<file path="src/core/srq_pkg.sv">
package srq_pkg;
  // register byte offsets on the apb slave
  localparam logic [7:0] A_OPER_COND = 8'h00;
  localparam logic [7:0] A_OPER_PTR = 8'h04;
  localparam logic [7:0] A_OPER_NTR = 8'h08;
  localparam logic [7:0] A_OPER_EVENT = 8'h0c;
  localparam logic [7:0] A_OPER_ENABLE = 8'h10;
  localparam logic [7:0] A_STD_EVENT = 8'h14;
  localparam logic [7:0] A_STD_ENABLE = 8'h18;
  localparam logic [7:0] A_STB_QUERY = 8'h1c;
  localparam logic [7:0] A_STB_POLL = 8'h20;
  localparam logic [7:0] A_SRQ_ENABLE = 8'h24;
  localparam logic [7:0] A_OUT_QUEUE = 8'h28;
  localparam logic [7:0] A_ERR_QUEUE = 8'h2c;
  localparam logic [7:0] A_CONTROL = 8'h30;

  // control register bits
  localparam int CTRL_CLEAR_STATUS = 0;
  localparam int CTRL_OP_COMPLETE = 1;

  // status byte bit positions
  localparam int STB_QUES = 3;
  localparam int STB_MSG_AVAIL = 4;
  localparam int STB_EVENT_SUM = 5;
  localparam int STB_SERVICE = 6;
  localparam int STB_OPER = 7;

  // standard event bit positions
  localparam int SE_OP_COMPLETE = 0;
  localparam int SE_QUERY_ERR = 2;
  localparam int SE_DEVICE_ERR = 3;
  localparam int SE_EXEC_ERR = 4;
  localparam int SE_COMMAND_ERR = 5;
  localparam int SE_POWER_ON = 7;

  // reset values
  localparam logic [15:0] RST_OPER_PTR = 16'hffff;
  localparam logic [15:0] RST_OPER_NTR = 16'h0000;
  localparam logic [15:0] RST_OPER_ENABLE = 16'h0000;
  localparam logic [7:0] RST_STD_EVENT = 8'h80;
  localparam logic [7:0] RST_STD_ENABLE = 8'h00;

  // error codes, two's complement
  localparam logic signed [15:0] ERR_NONE = 16'sh0000;
  localparam logic signed [15:0] ERR_MNEM_LONG = 16'shff90;
  localparam logic signed [15:0] ERR_HARDWARE = 16'shff10;
  localparam logic signed [15:0] ERR_SELFTEST = 16'shfeb6;
  localparam logic signed [15:0] ERR_OVERFLOW = 16'shfea2;
  // code range bounds: command, execution, device, query
  localparam logic signed [15:0] ERR_CMD_HI = 16'shff9c;
  localparam logic signed [15:0] ERR_CMD_LO = 16'shff39;
  localparam logic signed [15:0] ERR_EXE_LO = 16'shfed5;
  localparam logic signed [15:0] ERR_DEV_LO = 16'shfe71;
  localparam logic signed [15:0] ERR_QRY_LO = 16'shfe0d;

  localparam logic [4:0] MNEM_MAX_LEN = 5'h0c;
endpackage

</file>
<file path="src/core/srq_top.sv">
// The address map and the APB register port are this design's own decisions.
`timescale 1ns/1ns
// Operation
// - operation group: condition, filters, event, enable
// - negative filter catches leaving regulation
// - standard event group: event plus enable only
// - standard event register read-only, cleared on read
// - standard enable masks events into summary
// - enable masks select error or power events
// - poll and query bytes differ only in bit 6; poll also clears the flag
// - service request drives srq and latches flag
// - poll returns flag then clears it only
// - summary is live masked OR, query clears nothing
// - reading event register clears it
// - service enable masks request, zero blocks all
// - psc set clears service enable at power-on
// - service enable values select byte bits
// - output queue is a fifo of bytes
// - message available follows non-empty output queue
// - output queue emptied by clear and power-on
// - errors push codes, query pops one
// - pushed code range sets standard event bit
// - self-test output fault pushes two codes
// - hardware fault refuses commands, queues more
// - over-long mnemonic rejected as command error
// - status byte bit layout
// - enabled operation events form bit 7
// - error queue overflow records overflow code
module srq_top #(
  parameter int OUTQ_DEPTH = 16,
  parameter int ERRQ_DEPTH = 8
) (
  // clock and reset
  input wire logic clk_sys,
  input wire logic rst_n,
  // apb slave
  input wire logic psel,
  input wire logic penable,
  input wire logic pwrite,
  input wire logic [7:0] paddr,
  input wire logic [31:0] pwdata,
  output logic [31:0] prdata,
  output logic pready,
  output logic pslverr,
  // instrument status pins
  input wire logic [15:0] oper_cond,
  input wire logic ques_summary,
  input wire logic hw_fault,
  // power-on setting and kept service enable
  input wire logic psc_setting,
  input wire logic [7:0] sre_saved,
  output logic [7:0] sre_value,
  // events from the instrument firmware
  input wire logic opc_pulse,
  input wire logic selftest_fail,
  // command gate
  input wire logic cmd_strobe,
  input wire logic [4:0] cmd_mnem_len,
  output logic cmd_accept,
  output logic cmd_reject,
  // response bytes into the output queue
  input wire logic msg_valid,
  input wire logic [7:0] msg_data,
  output logic msg_ready,
  // error codes into the error queue
  input wire logic err_valid,
  input wire logic [15:0] err_code,
  output logic err_ready,
  // service request line
  output logic srq
);
  localparam int OPW = $clog2(OUTQ_DEPTH);
  localparam int OCW = $clog2(OUTQ_DEPTH + 1);
  localparam int EPW = $clog2(ERRQ_DEPTH);
  localparam int ECW = $clog2(ERRQ_DEPTH + 1);

  if (OUTQ_DEPTH < 2 || ERRQ_DEPTH < 2) begin : g_chk
    $error("srq_top: queue depths must be at least 2");
  end

  typedef struct packed {
    logic [15:0] cond_m;
    logic [15:0] cond_s;
    logic [15:0] cond_prev;
    logic ques_m;
    logic ques_s;
    logic hw_m;
    logic hw_s;
    logic [15:0] ptr;
    logic [15:0] ntr;
    logic [15:0] oev;
    logic [15:0] oen;
    logic [7:0] esr;
    logic [7:0] ese;
    logic [7:0] sre;
    logic rqs;
    logic mss_prev;
    logic hw_seen;
    logic pend_selftest;
    logic pend_hw;
    logic pend_mnem;
    logic [OUTQ_DEPTH-1:0][7:0] oq;
    logic [OPW-1:0] oq_rd;
    logic [OCW-1:0] oq_cnt;
    logic [ERRQ_DEPTH-1:0][15:0] eq;
    logic [EPW-1:0] eq_rd;
    logic [ECW-1:0] eq_cnt;
    logic [31:0] rdata;
    logic slverr;
    logic pop_ok;
    logic accept;
    logic reject;
  } srq_state_s;

  srq_state_s q;
  srq_state_s d;

  // standard event bit for a pushed code by hundreds range
  function automatic logic [7:0] srq_err_bits(logic signed [15:0] c);
    logic [7:0] b;
    b = 8'h00;
    if (c <= srq_pkg::ERR_CMD_HI && c >= srq_pkg::ERR_CMD_LO) begin
      b[srq_pkg::SE_COMMAND_ERR] = 1'b1;
    end else if (c < srq_pkg::ERR_CMD_LO && c >= srq_pkg::ERR_EXE_LO) begin
      b[srq_pkg::SE_EXEC_ERR] = 1'b1;
    end else if (c < srq_pkg::ERR_EXE_LO && c >= srq_pkg::ERR_DEV_LO) begin
      b[srq_pkg::SE_DEVICE_ERR] = 1'b1;
    end else if (c < srq_pkg::ERR_DEV_LO && c >= srq_pkg::ERR_QRY_LO) begin
      b[srq_pkg::SE_QUERY_ERR] = 1'b1;
    end
    return b;
  endfunction

  function automatic logic [OPW-1:0] srq_oq_idx(logic [OPW-1:0] b,
                                                logic [OCW-1:0] o);
    logic [OCW:0] s;
    s = (OCW+1)'(b) + (OCW+1)'(o);
    if (s >= (OCW+1)'(OUTQ_DEPTH)) begin
      s = s - (OCW+1)'(OUTQ_DEPTH);
    end
    return s[OPW-1:0];
  endfunction

  function automatic logic [EPW-1:0] srq_eq_idx(logic [EPW-1:0] b,
                                                logic [ECW-1:0] o);
    logic [ECW:0] s;
    s = (ECW+1)'(b) + (ECW+1)'(o);
    if (s >= (ECW+1)'(ERRQ_DEPTH)) begin
      s = s - (ECW+1)'(ERRQ_DEPTH);
    end
    return s[EPW-1:0];
  endfunction

  logic [7:0] stb;
  logic mss;
  logic acc;
  logic rd_acc;
  logic wr_acc;
  logic setup;
  logic clear_status;
  logic push_err;
  logic signed [15:0] push_code;
  logic signed [15:0] stored_code;
  logic [15:0] trans;

  always_comb begin
    stb = 8'h00;
    stb[srq_pkg::STB_QUES] = q.ques_s;
    stb[srq_pkg::STB_MSG_AVAIL] = (q.oq_cnt != '0);
    stb[srq_pkg::STB_EVENT_SUM] = |(q.esr & q.ese);
    stb[srq_pkg::STB_OPER] = |(q.oev & q.oen);
    // live, unlatched; bit 6 itself never feeds back
    mss = |(stb & q.sre);
  end

  assign setup = psel & ~penable;
  assign acc = psel & penable;
  assign rd_acc = acc & ~pwrite;
  assign wr_acc = acc & pwrite;
  assign clear_status = wr_acc && paddr == srq_pkg::A_CONTROL
                        && pwdata[srq_pkg::CTRL_CLEAR_STATUS];
  assign err_ready = ~(q.pend_selftest | q.pend_hw | q.pend_mnem);
  assign msg_ready = (q.oq_cnt < OCW'(OUTQ_DEPTH));

  always_comb begin
    d = q;
    push_err = 1'b0;
    push_code = srq_pkg::ERR_NONE;
    stored_code = srq_pkg::ERR_NONE;
    trans = 16'h0000;
    d.accept = 1'b0;
    d.reject = 1'b0;
    // two-flop synchronisers for pins
    d.cond_m = oper_cond;
    d.cond_s = q.cond_m;
    d.ques_m = ques_summary;
    d.ques_s = q.ques_m;
    d.hw_m = hw_fault;
    d.hw_s = q.hw_m;
    d.cond_prev = q.cond_s;
    d.mss_prev = mss;

    // read data is captured in the setup phase
    if (setup) begin
      d.slverr = 1'b0;
      d.rdata = 32'h0000_0000;
      d.pop_ok = 1'b0;
      case (paddr)
        srq_pkg::A_OPER_COND: d.rdata = {16'h0000, q.cond_s};
        srq_pkg::A_OPER_PTR: d.rdata = {16'h0000, q.ptr};
        srq_pkg::A_OPER_NTR: d.rdata = {16'h0000, q.ntr};
        srq_pkg::A_OPER_EVENT: d.rdata = {16'h0000, q.oev};
        srq_pkg::A_OPER_ENABLE: d.rdata = {16'h0000, q.oen};
        srq_pkg::A_STD_EVENT: d.rdata = {24'h000000, q.esr};
        srq_pkg::A_STD_ENABLE: d.rdata = {24'h000000, q.ese};
        srq_pkg::A_STB_QUERY: begin
          d.rdata = {24'h000000, stb};
          d.rdata[srq_pkg::STB_SERVICE] = mss;
        end
        srq_pkg::A_STB_POLL: begin
          d.rdata = {24'h000000, stb};
          d.rdata[srq_pkg::STB_SERVICE] = q.rqs;
        end
        srq_pkg::A_SRQ_ENABLE: d.rdata = {24'h000000, q.sre};
        srq_pkg::A_OUT_QUEUE: begin
          if (q.oq_cnt != '0) begin
            d.rdata = {24'h000000, q.oq[q.oq_rd]};
            d.pop_ok = 1'b1;
          end
        end
        srq_pkg::A_ERR_QUEUE: begin
          if (q.eq_cnt != '0) begin
            d.rdata = {16'h0000, q.eq[q.eq_rd]};
            d.pop_ok = 1'b1;
          end
        end
        srq_pkg::A_CONTROL: d.rdata = 32'h0000_0000;
        default: d.slverr = 1'b1;
      endcase
    end

    // register writes and read side effects at the access edge
    if (wr_acc) begin
      case (paddr)
        srq_pkg::A_OPER_PTR: d.ptr = pwdata[15:0];
        srq_pkg::A_OPER_NTR: d.ntr = pwdata[15:0];
        srq_pkg::A_OPER_ENABLE: d.oen = pwdata[15:0];
        srq_pkg::A_STD_ENABLE: d.ese = pwdata[7:0];
        srq_pkg::A_SRQ_ENABLE: d.sre = pwdata[7:0];
        default: ;
      endcase
    end
    if (rd_acc) begin
      case (paddr)
        srq_pkg::A_OPER_EVENT: d.oev = 16'h0000;
        srq_pkg::A_STD_EVENT: d.esr = 8'h00;
        srq_pkg::A_STB_POLL: d.rqs = 1'b0;
        srq_pkg::A_OUT_QUEUE: begin
          // pop only what setup returned: a push on that edge stays queued
          if (q.pop_ok) begin
            d.oq_rd = srq_oq_idx(q.oq_rd, OCW'(1));
            d.oq_cnt = q.oq_cnt - OCW'(1);
          end
        end
        srq_pkg::A_ERR_QUEUE: begin
          if (q.pop_ok) begin
            d.eq_rd = srq_eq_idx(q.eq_rd, ECW'(1));
            d.eq_cnt = q.eq_cnt - ECW'(1);
          end
        end
        default: ;
      endcase
    end
    if (clear_status) begin
      d.oev = 16'h0000;
      d.esr = 8'h00;
      d.oq_cnt = '0;
      d.eq_cnt = '0;
    end

    // sets come after the clears so a same-cycle event is kept
    trans = (q.ptr & q.cond_s & ~q.cond_prev)
          | (q.ntr & ~q.cond_s & q.cond_prev);
    d.oev = d.oev | trans;
    if (opc_pulse || (wr_acc && paddr == srq_pkg::A_CONTROL
                      && pwdata[srq_pkg::CTRL_OP_COMPLETE])) begin
      d.esr[srq_pkg::SE_OP_COMPLETE] = 1'b1;
    end
    if (mss && !q.mss_prev) begin
      d.rqs = 1'b1;
    end

    // output queue fill from the firmware side
    if (msg_valid && msg_ready) begin
      d.oq[srq_oq_idx(d.oq_rd, d.oq_cnt)] = msg_data;
      d.oq_cnt = d.oq_cnt + OCW'(1);
    end

    // fault and command tracking
    if (selftest_fail) begin
      d.pend_selftest = 1'b1;
      d.pend_hw = 1'b1;
    end
    if (q.hw_s && !q.hw_seen) begin
      d.hw_seen = 1'b1;
      d.pend_hw = 1'b1;
    end
    if (cmd_strobe) begin
      if (q.hw_seen) begin
        d.reject = 1'b1;
        d.pend_hw = 1'b1;
      end else if (cmd_mnem_len > srq_pkg::MNEM_MAX_LEN) begin
        d.reject = 1'b1;
        d.pend_mnem = 1'b1;
      end else begin
        d.accept = 1'b1;
      end
    end

    // one error code enters the queue per cycle
    if (q.pend_selftest) begin
      push_err = 1'b1;
      push_code = srq_pkg::ERR_SELFTEST;
      d.pend_selftest = 1'b0;
    end else if (q.pend_hw) begin
      push_err = 1'b1;
      push_code = srq_pkg::ERR_HARDWARE;
      d.pend_hw = selftest_fail | (cmd_strobe & q.hw_seen);
    end else if (q.pend_mnem) begin
      push_err = 1'b1;
      push_code = srq_pkg::ERR_MNEM_LONG;
      d.pend_mnem = cmd_strobe & ~q.hw_seen
                    & (cmd_mnem_len > srq_pkg::MNEM_MAX_LEN);
    end else if (err_valid) begin
      push_err = 1'b1;
      push_code = err_code;
    end
    if (push_err) begin
      if (d.eq_cnt < ECW'(ERRQ_DEPTH - 1)) begin
        stored_code = push_code;
        d.eq[srq_eq_idx(d.eq_rd, d.eq_cnt)] = push_code;
        d.eq_cnt = d.eq_cnt + ECW'(1);
      end else if (d.eq_cnt == ECW'(ERRQ_DEPTH - 1)) begin
        // last slot is kept for the overflow marker
        stored_code = srq_pkg::ERR_OVERFLOW;
        d.eq[srq_eq_idx(d.eq_rd, d.eq_cnt)] = srq_pkg::ERR_OVERFLOW;
        d.eq_cnt = d.eq_cnt + ECW'(1);
      end
      d.esr = d.esr | srq_err_bits(stored_code);
    end

    if (!rst_n) begin
      d = '0;
      d.ptr = srq_pkg::RST_OPER_PTR;
      d.ntr = srq_pkg::RST_OPER_NTR;
      d.oen = srq_pkg::RST_OPER_ENABLE;
      d.esr = srq_pkg::RST_STD_EVENT;
      d.ese = srq_pkg::RST_STD_ENABLE;
      // otherwise the kept value comes back from storage
      d.sre = psc_setting ? 8'h00 : sre_saved;
      d.oq_cnt = '0;
    end
  end

  always_ff @(posedge clk_sys) begin
    q <= d;
  end

  // zero wait states; data was captured during setup
  assign pready = 1'b1;
  assign prdata = q.rdata;
  assign pslverr = q.slverr;
  assign sre_value = q.sre;
  assign cmd_accept = q.accept;
  assign cmd_reject = q.reject;
  assign srq = q.rqs;
endmodule // srq_top

</file>
<file path="config.mk">
export PLATFORM = sky130hd
export DESIGN_NAME = srq_top
export DESIGN_NICKNAME = d
export VERILOG_FILES = /design/src/core/srq_pkg.sv /design/src/core/srq_top.sv
export SDC_FILE = /design/constraint.sdc
export NUM_CORES = 1
export LEC_CHECK = 0
export BUFFER_PORTS_ARGS = -buffer_cell sky130_fd_sc_hd__buf_2
export CORE_UTILIZATION = 50
export CTS_CLUSTER_DIAMETER = 80
export DETAILED_ROUTE_END_ITERATION = 10
export HOLD_SLACK_MARGIN = 0.1
export PLACE_DENSITY = 0.68
export SYNTH_ARGS = -nofsm -noshare
export SYNTH_HDL_FRONTEND = slang
export SYNTH_SLANG_ARGS = --single-unit
</file>
<file path="constraint.sdc">
create_clock -name clk_sys -period 5.84 [get_ports clk_sys]
set_clock_uncertainty 0.2 [all_clocks]
set_input_delay 0.876 -clock clk_sys [delete_from_list [all_inputs] [get_ports clk_sys]]
set_output_delay 0.876 -clock clk_sys [all_outputs]
set_load 0.03 [all_outputs]
</file>
# ---- Word-level counts from Yosys, hierarchy flattened
# Cells that the tools add are included.
dict set report classes {
  add_sub_neg 12
  order_cmp 23
  n_eq_ne 15
  muxes 98
  bitwise_logic 31
  n_reduce_logical 36
}
# op count
set ops {}
lappend ops {{two-way mux 128 bit} 4}
lappend ops {{two-way mux 322 bit} 1}
lappend ops {{bitwise mux 128 bit} 2}
lappend ops {{two-way mux 16 bit} 14}
lappend ops {{one-hot mux 16 bit (12 select lines)} 1}
lappend ops {{demux 16 bit (select 3 bit)} 2}
lappend ops {{AND 16 bit} 5}
lappend ops {{two-way mux 8 bit} 10}
lappend ops {{OR 80 bit} 1}
lappend ops {{AND 48 bit} 1}
lappend ops {{binary-select mux 16 bit (select 3 bit)} 1}
lappend ops {{greater-or-equal comparator 16 x 10 -> 1 bit, second input constant} 3}
lappend ops {{inverter 48 bit} 1}
lappend ops {{== test 8 x 6 -> 1 bit, second input constant} 5}
lappend ops {{two-way mux 34 bit} 1}
lappend ops {{binary-select mux 8 bit (select 4 bit)} 1}
lappend ops {{demux 8 bit (select 4 bit)} 1}
lappend ops {{== test 8 x 5 -> 1 bit, second input constant} 4}
lappend ops {{< comparator 16 x 10 -> 1 bit, second input constant} 2}
lappend ops {{inverter 16 bit} 2}
lappend ops {{OR 16 bit} 2}
lappend ops {{two-way mux 1 bit} 30}
lappend ops {{two-way mux 4 bit} 7}
lappend ops {{two-way mux 3 bit} 9}
lappend ops {{50 further kinds} 105}
dict set report word_totals {
  reg_bits 454
  input_bits 106
  out_inout_bits 47
  word_cells 268
}

# ---- Depth between registers and ports, before layout
dict set report depth {
  depth_word 23
  ltp_mapped 17
  mapped_depth_nobuf 13
}

# ---- Least setup slack after synthesis
# OpenSTA, ideal clock, no wires.
dict set report synth_path {
  path_kind {input to register}
  from {input port paddr[4]}
  to {register (tool-made name)}
  arrival_ns 4.503
  setup_slack_ns 1.004
  cell_stages 12
  path_buffers 1
  cell_sequence {or4b_1 > buf_4 > nor3_2 > mux2i_1 > inv_1 > ha_1 > a21o_1 > a21oi_1 > xor2_4 > xor2_4 > nand2_8 > mux2i_1}
}
# item line
set synth_lines {}
lappend synth_lines {{start: declaration} srq_top.sv:40} ;# input wire logic [7:0] paddr,

==> out/metrics.cfg <==
[global_routing]
use_met2_pct = 41.6
groute.usage.overall_pct = 26.1
met1_usage_pct = 36.2
grt_first_pass_wirelength_um = 83900
grt_busiest_layer = met2
grt_pass1_vias = 15071
grt_max_degree = 159
grt_overflow_total = 0
gr-usage-met3_pct = 3.86
antenna_found_initial = 0

[setup_path]
endpoint_kind = flip-flop
path_max_fanout = 8
rr_worst_depth = 14
crit_type = in -> reg
critPathMaxStageDelay_ns = 0.73
cp-start-kind = input pin
worstPathRequired_ns = 6.10
r2r_start = q[2]
cp.arrival_ns = 4.91
startpoint = paddr[4]
crit_slowest_cell = or4b_1
crit_chain = buf_2 > or4b_1 > nor3_2 > mux2i_1 > inv_1 > ha_1 > a21o_1 > a21oi_1 > xor2_4 > xnor2_4 > nor2_2 > mux2i_1
cpMostUsedCell = mux2i_1

[synth]
ys_types = 88
synth-main-ff-cell = dfxtp_1
syn_avg_cell_area_um2 = 9.76
synthesis.area_um2 = 19700
ys_warn_count = 0
synth_sequential_area_ratio_pct = 44.8
ys_seq_elements = 436
synth_edf_count = 8
synthCells = 2016
postSynth.asyncResetShare_pct = 0

[sta]
max_freq_mhz = 215
tightest_slew_ns = 1.13
period_needed_ns = 4.64
rsz0062_at_grt = no
fin_ws_ns = 1.20
finalHoldViolations = 0
tns_ns = 0
finalSetupViolCount = 0
relSlewSlack_pct = 24.5
slew_violations = 0
timing.final.crit_share_pct = 79.5

[clock_tree]
cts_buffer_depth = 3
cts.htree.levels = 2
holdBufCountCts = 0
cts_sinks = 436
post-cts-setup-buffers = 0
cts_root_buf = clkbuf_16
cts_tree = built
ctsResizeCount = 0
clkTransAtPathRegs_ns = 0.06
numCtsBuffers = 47
insertion_delay_ns = 0.57

[flow_run]
max-cap-violations = 0

[floorplanning]
io_pins = 153
coreArea_um2 = 38700
die_h_um = 200
initial_utilization_pct = 50.8
die_w_um = 200
die_area_um2 = 40200
num_rows = 72

[drt]
antenna_left = 0
via_per_inst = 5.89
drc = 0
wl_per_cell_um = 20.2
vias = 15428
wl_um = 53000
drt_iter0_drc = 1338
first_pass_iters = 7

[power_and_ir_drop]
p_per_area_nw_per_um2 = 307
p_leak_nw = 8.16
irDropWorstVdd_mv = 0.214

[placement]
gp_congestion = 0.921
dp_hpwl_um = 35900
io_buffers = 119
pre_cts_slack_ns = 0.668

[outcome]
status = completed

[layout]
insertedDiodeCount = 0
layout.nets = 2183
areaGrowthSynthToFinish_pct = 12.1
drive_gt1_share_pct = 17.2

[min_path]
hp-class = reg -> reg
hold_path.startpoint = q[403]
whs_path_depth = 1

-- cell usage after synthesis, types with 3 or more instances --
| cell | number | area [um^2] |
|---|---|---|
| a211oi_1 | 26 | 195 |
| a21o_1 | 11 | 82.6 |
| a21oi_1 | 92 | 460 |
| a222oi_1 | 3 | 30.0 |
| a22o_1 | 18 | 158 |
| a22oi_1 | 52 | 390 |
| a311oi_1 | 3 | 26.3 |
| a31oi_1 | 5 | 31.3 |
| a32o_1 | 24 | 240 |
| and2_1 | 64 | 400 |
| and3_1 | 11 | 68.8 |
| buf_1 | 15 | 56.3 |
| buf_2 | 16 | 80.1 |
| buf_4 | 42 | 315 |
| clkbuf_1 | 92 | 345 |
| dfxtp_1 | 428 | 8570 |
| edfxtp_1 | 8 | 240 |
| ha_1 | 11 | 138 |
| inv_1 | 13 | 48.8 |
| mux2i_1 | 183 | 1830 |
| mux4_2 | 72 | 1620 |
| nand2_1 | 377 | 1420 |
| nand2b_1 | 9 | 56.3 |
| nand3_1 | 66 | 330 |
| nand3b_1 | 17 | 128 |
| nand4_1 | 17 | 106 |
| nor2_1 | 105 | 394 |
| nor2_2 | 7 | 43.8 |
| nor2_8 | 6 | 120 |
| nor2b_1 | 4 | 25.0 |
| nor3_1 | 17 | 85.1 |
| nor3_2 | 4 | 40.0 |
| nor4_2 | 3 | 37.5 |
| o2111ai_1 | 3 | 26.3 |
| o211ai_1 | 14 | 105 |
| o21ai_0 | 64 | 320 |
| o21ai_1 | 8 | 40.0 |
| o22ai_1 | 11 | 68.8 |
| o31ai_1 | 4 | 30.0 |
| or2_2 | 4 | 25.0 |
| or3_1 | 3 | 18.8 |
| or4_1 | 3 | 22.5 |
| xnor2_1 | 12 | 105 |
| xor2_1 | 6 | 52.6 |
-- power breakdown --
part | total [mW] | internal (mW) | leakage [nW] | switching [mW]
Combinational | 0.585 | 0.193 | 3.83 | 0.392
Sequential | 3.14 | 3.08 | 3.55 | 0.0621
Clock | 3.04 | 1.82 | 0.782 | 1.22
Total | 6.77 | 5.09 | 8.16 | 1.68
-- cell usage in the layout (no fill, tap or decap), drive strengths merged, types with 14 or more instances in the layout --
cell and instances:
a32o 24, inv 14, a21oi 93, conb 17, o211ai 14, nand3b 17
a211oi 28, nand2 381, dfxtp 428, o21ai 74, nand3 67, mux2i 183
a22oi 52, nor2 119, mux4 72, and2 65, buf 150, a22o 18
xnor2 14, nor3 21, clkbuf 72, nand4 17
-- critical path, delay by kind of cell --
family | cells | cell delay (ns)
buffers and inverters | 2 | 0.21
multiplexers | 2 | 0.67
AO/OA/AOI/OAI | 2 | 0.48
XOR/XNOR | 2 | 0.50
AND/OR/NAND/NOR | 3 | 1.84
adder cells (fa/ha/maj) | 1 | 0.30
-- per-layer routing --
layer,wire length [um],vias to the layer above
li1,-,7243
met1,23400,7495
met2,24400,594
met3,3860,96
met4,1380,0
met5,0,-
-- layout make-up --
class / count / area (um^2)
Multi-Input combinational cell: 1414 / 10100
Timing Repair Buffer: 150 / 851
Tap cell: 518 / 648
Clock buffer: 72 / 1430
Sequential cell: 436 / 8810
Inverter: 15 / 57.6
Clock inverter: 14 / 158
Fill cell: 3384 / 16700
-- stage by stage --
stage                     total power, mW  area [um^2]  hold WS [ns]  util, %  std cells
final                                6.77        22100         0.230     56.9       2619
after global routing                 6.99        22100         0.237     56.9       2619
after CTS                            6.80        22100         0.235     56.9       2619
after detailed placement             3.78        20500         0.217     52.8       2533
after global placement               3.77        20500         0.219     52.8       2533
after floorplan                      3.59        19700         0.212        -       2031
-- cell families after synthesis --
group | Yosys count | synth area share [%]
flip-flops | 436 | 44.8
adder cells (fa/ha/maj) | 13 | 0.903
multiplexers | 255 | 17.5
AO/OA/AOI/OAI | 361 | 12.4
XOR/XNOR | 24 | 1.53
AND/OR/NAND/NOR | 744 | 18.4
other | 2 | 0.0382
buffers and inverters | 181 | 4.36
-- worst paths after layout --
kind	end	slack [ns]
setup / recovery	flip-flop	1.20
hold / removal	q[402]	0.23
setup reg to reg	flip-flop	1.42
hold reg to reg	q[402]	0.23
(Power assumes the default switching activity.)
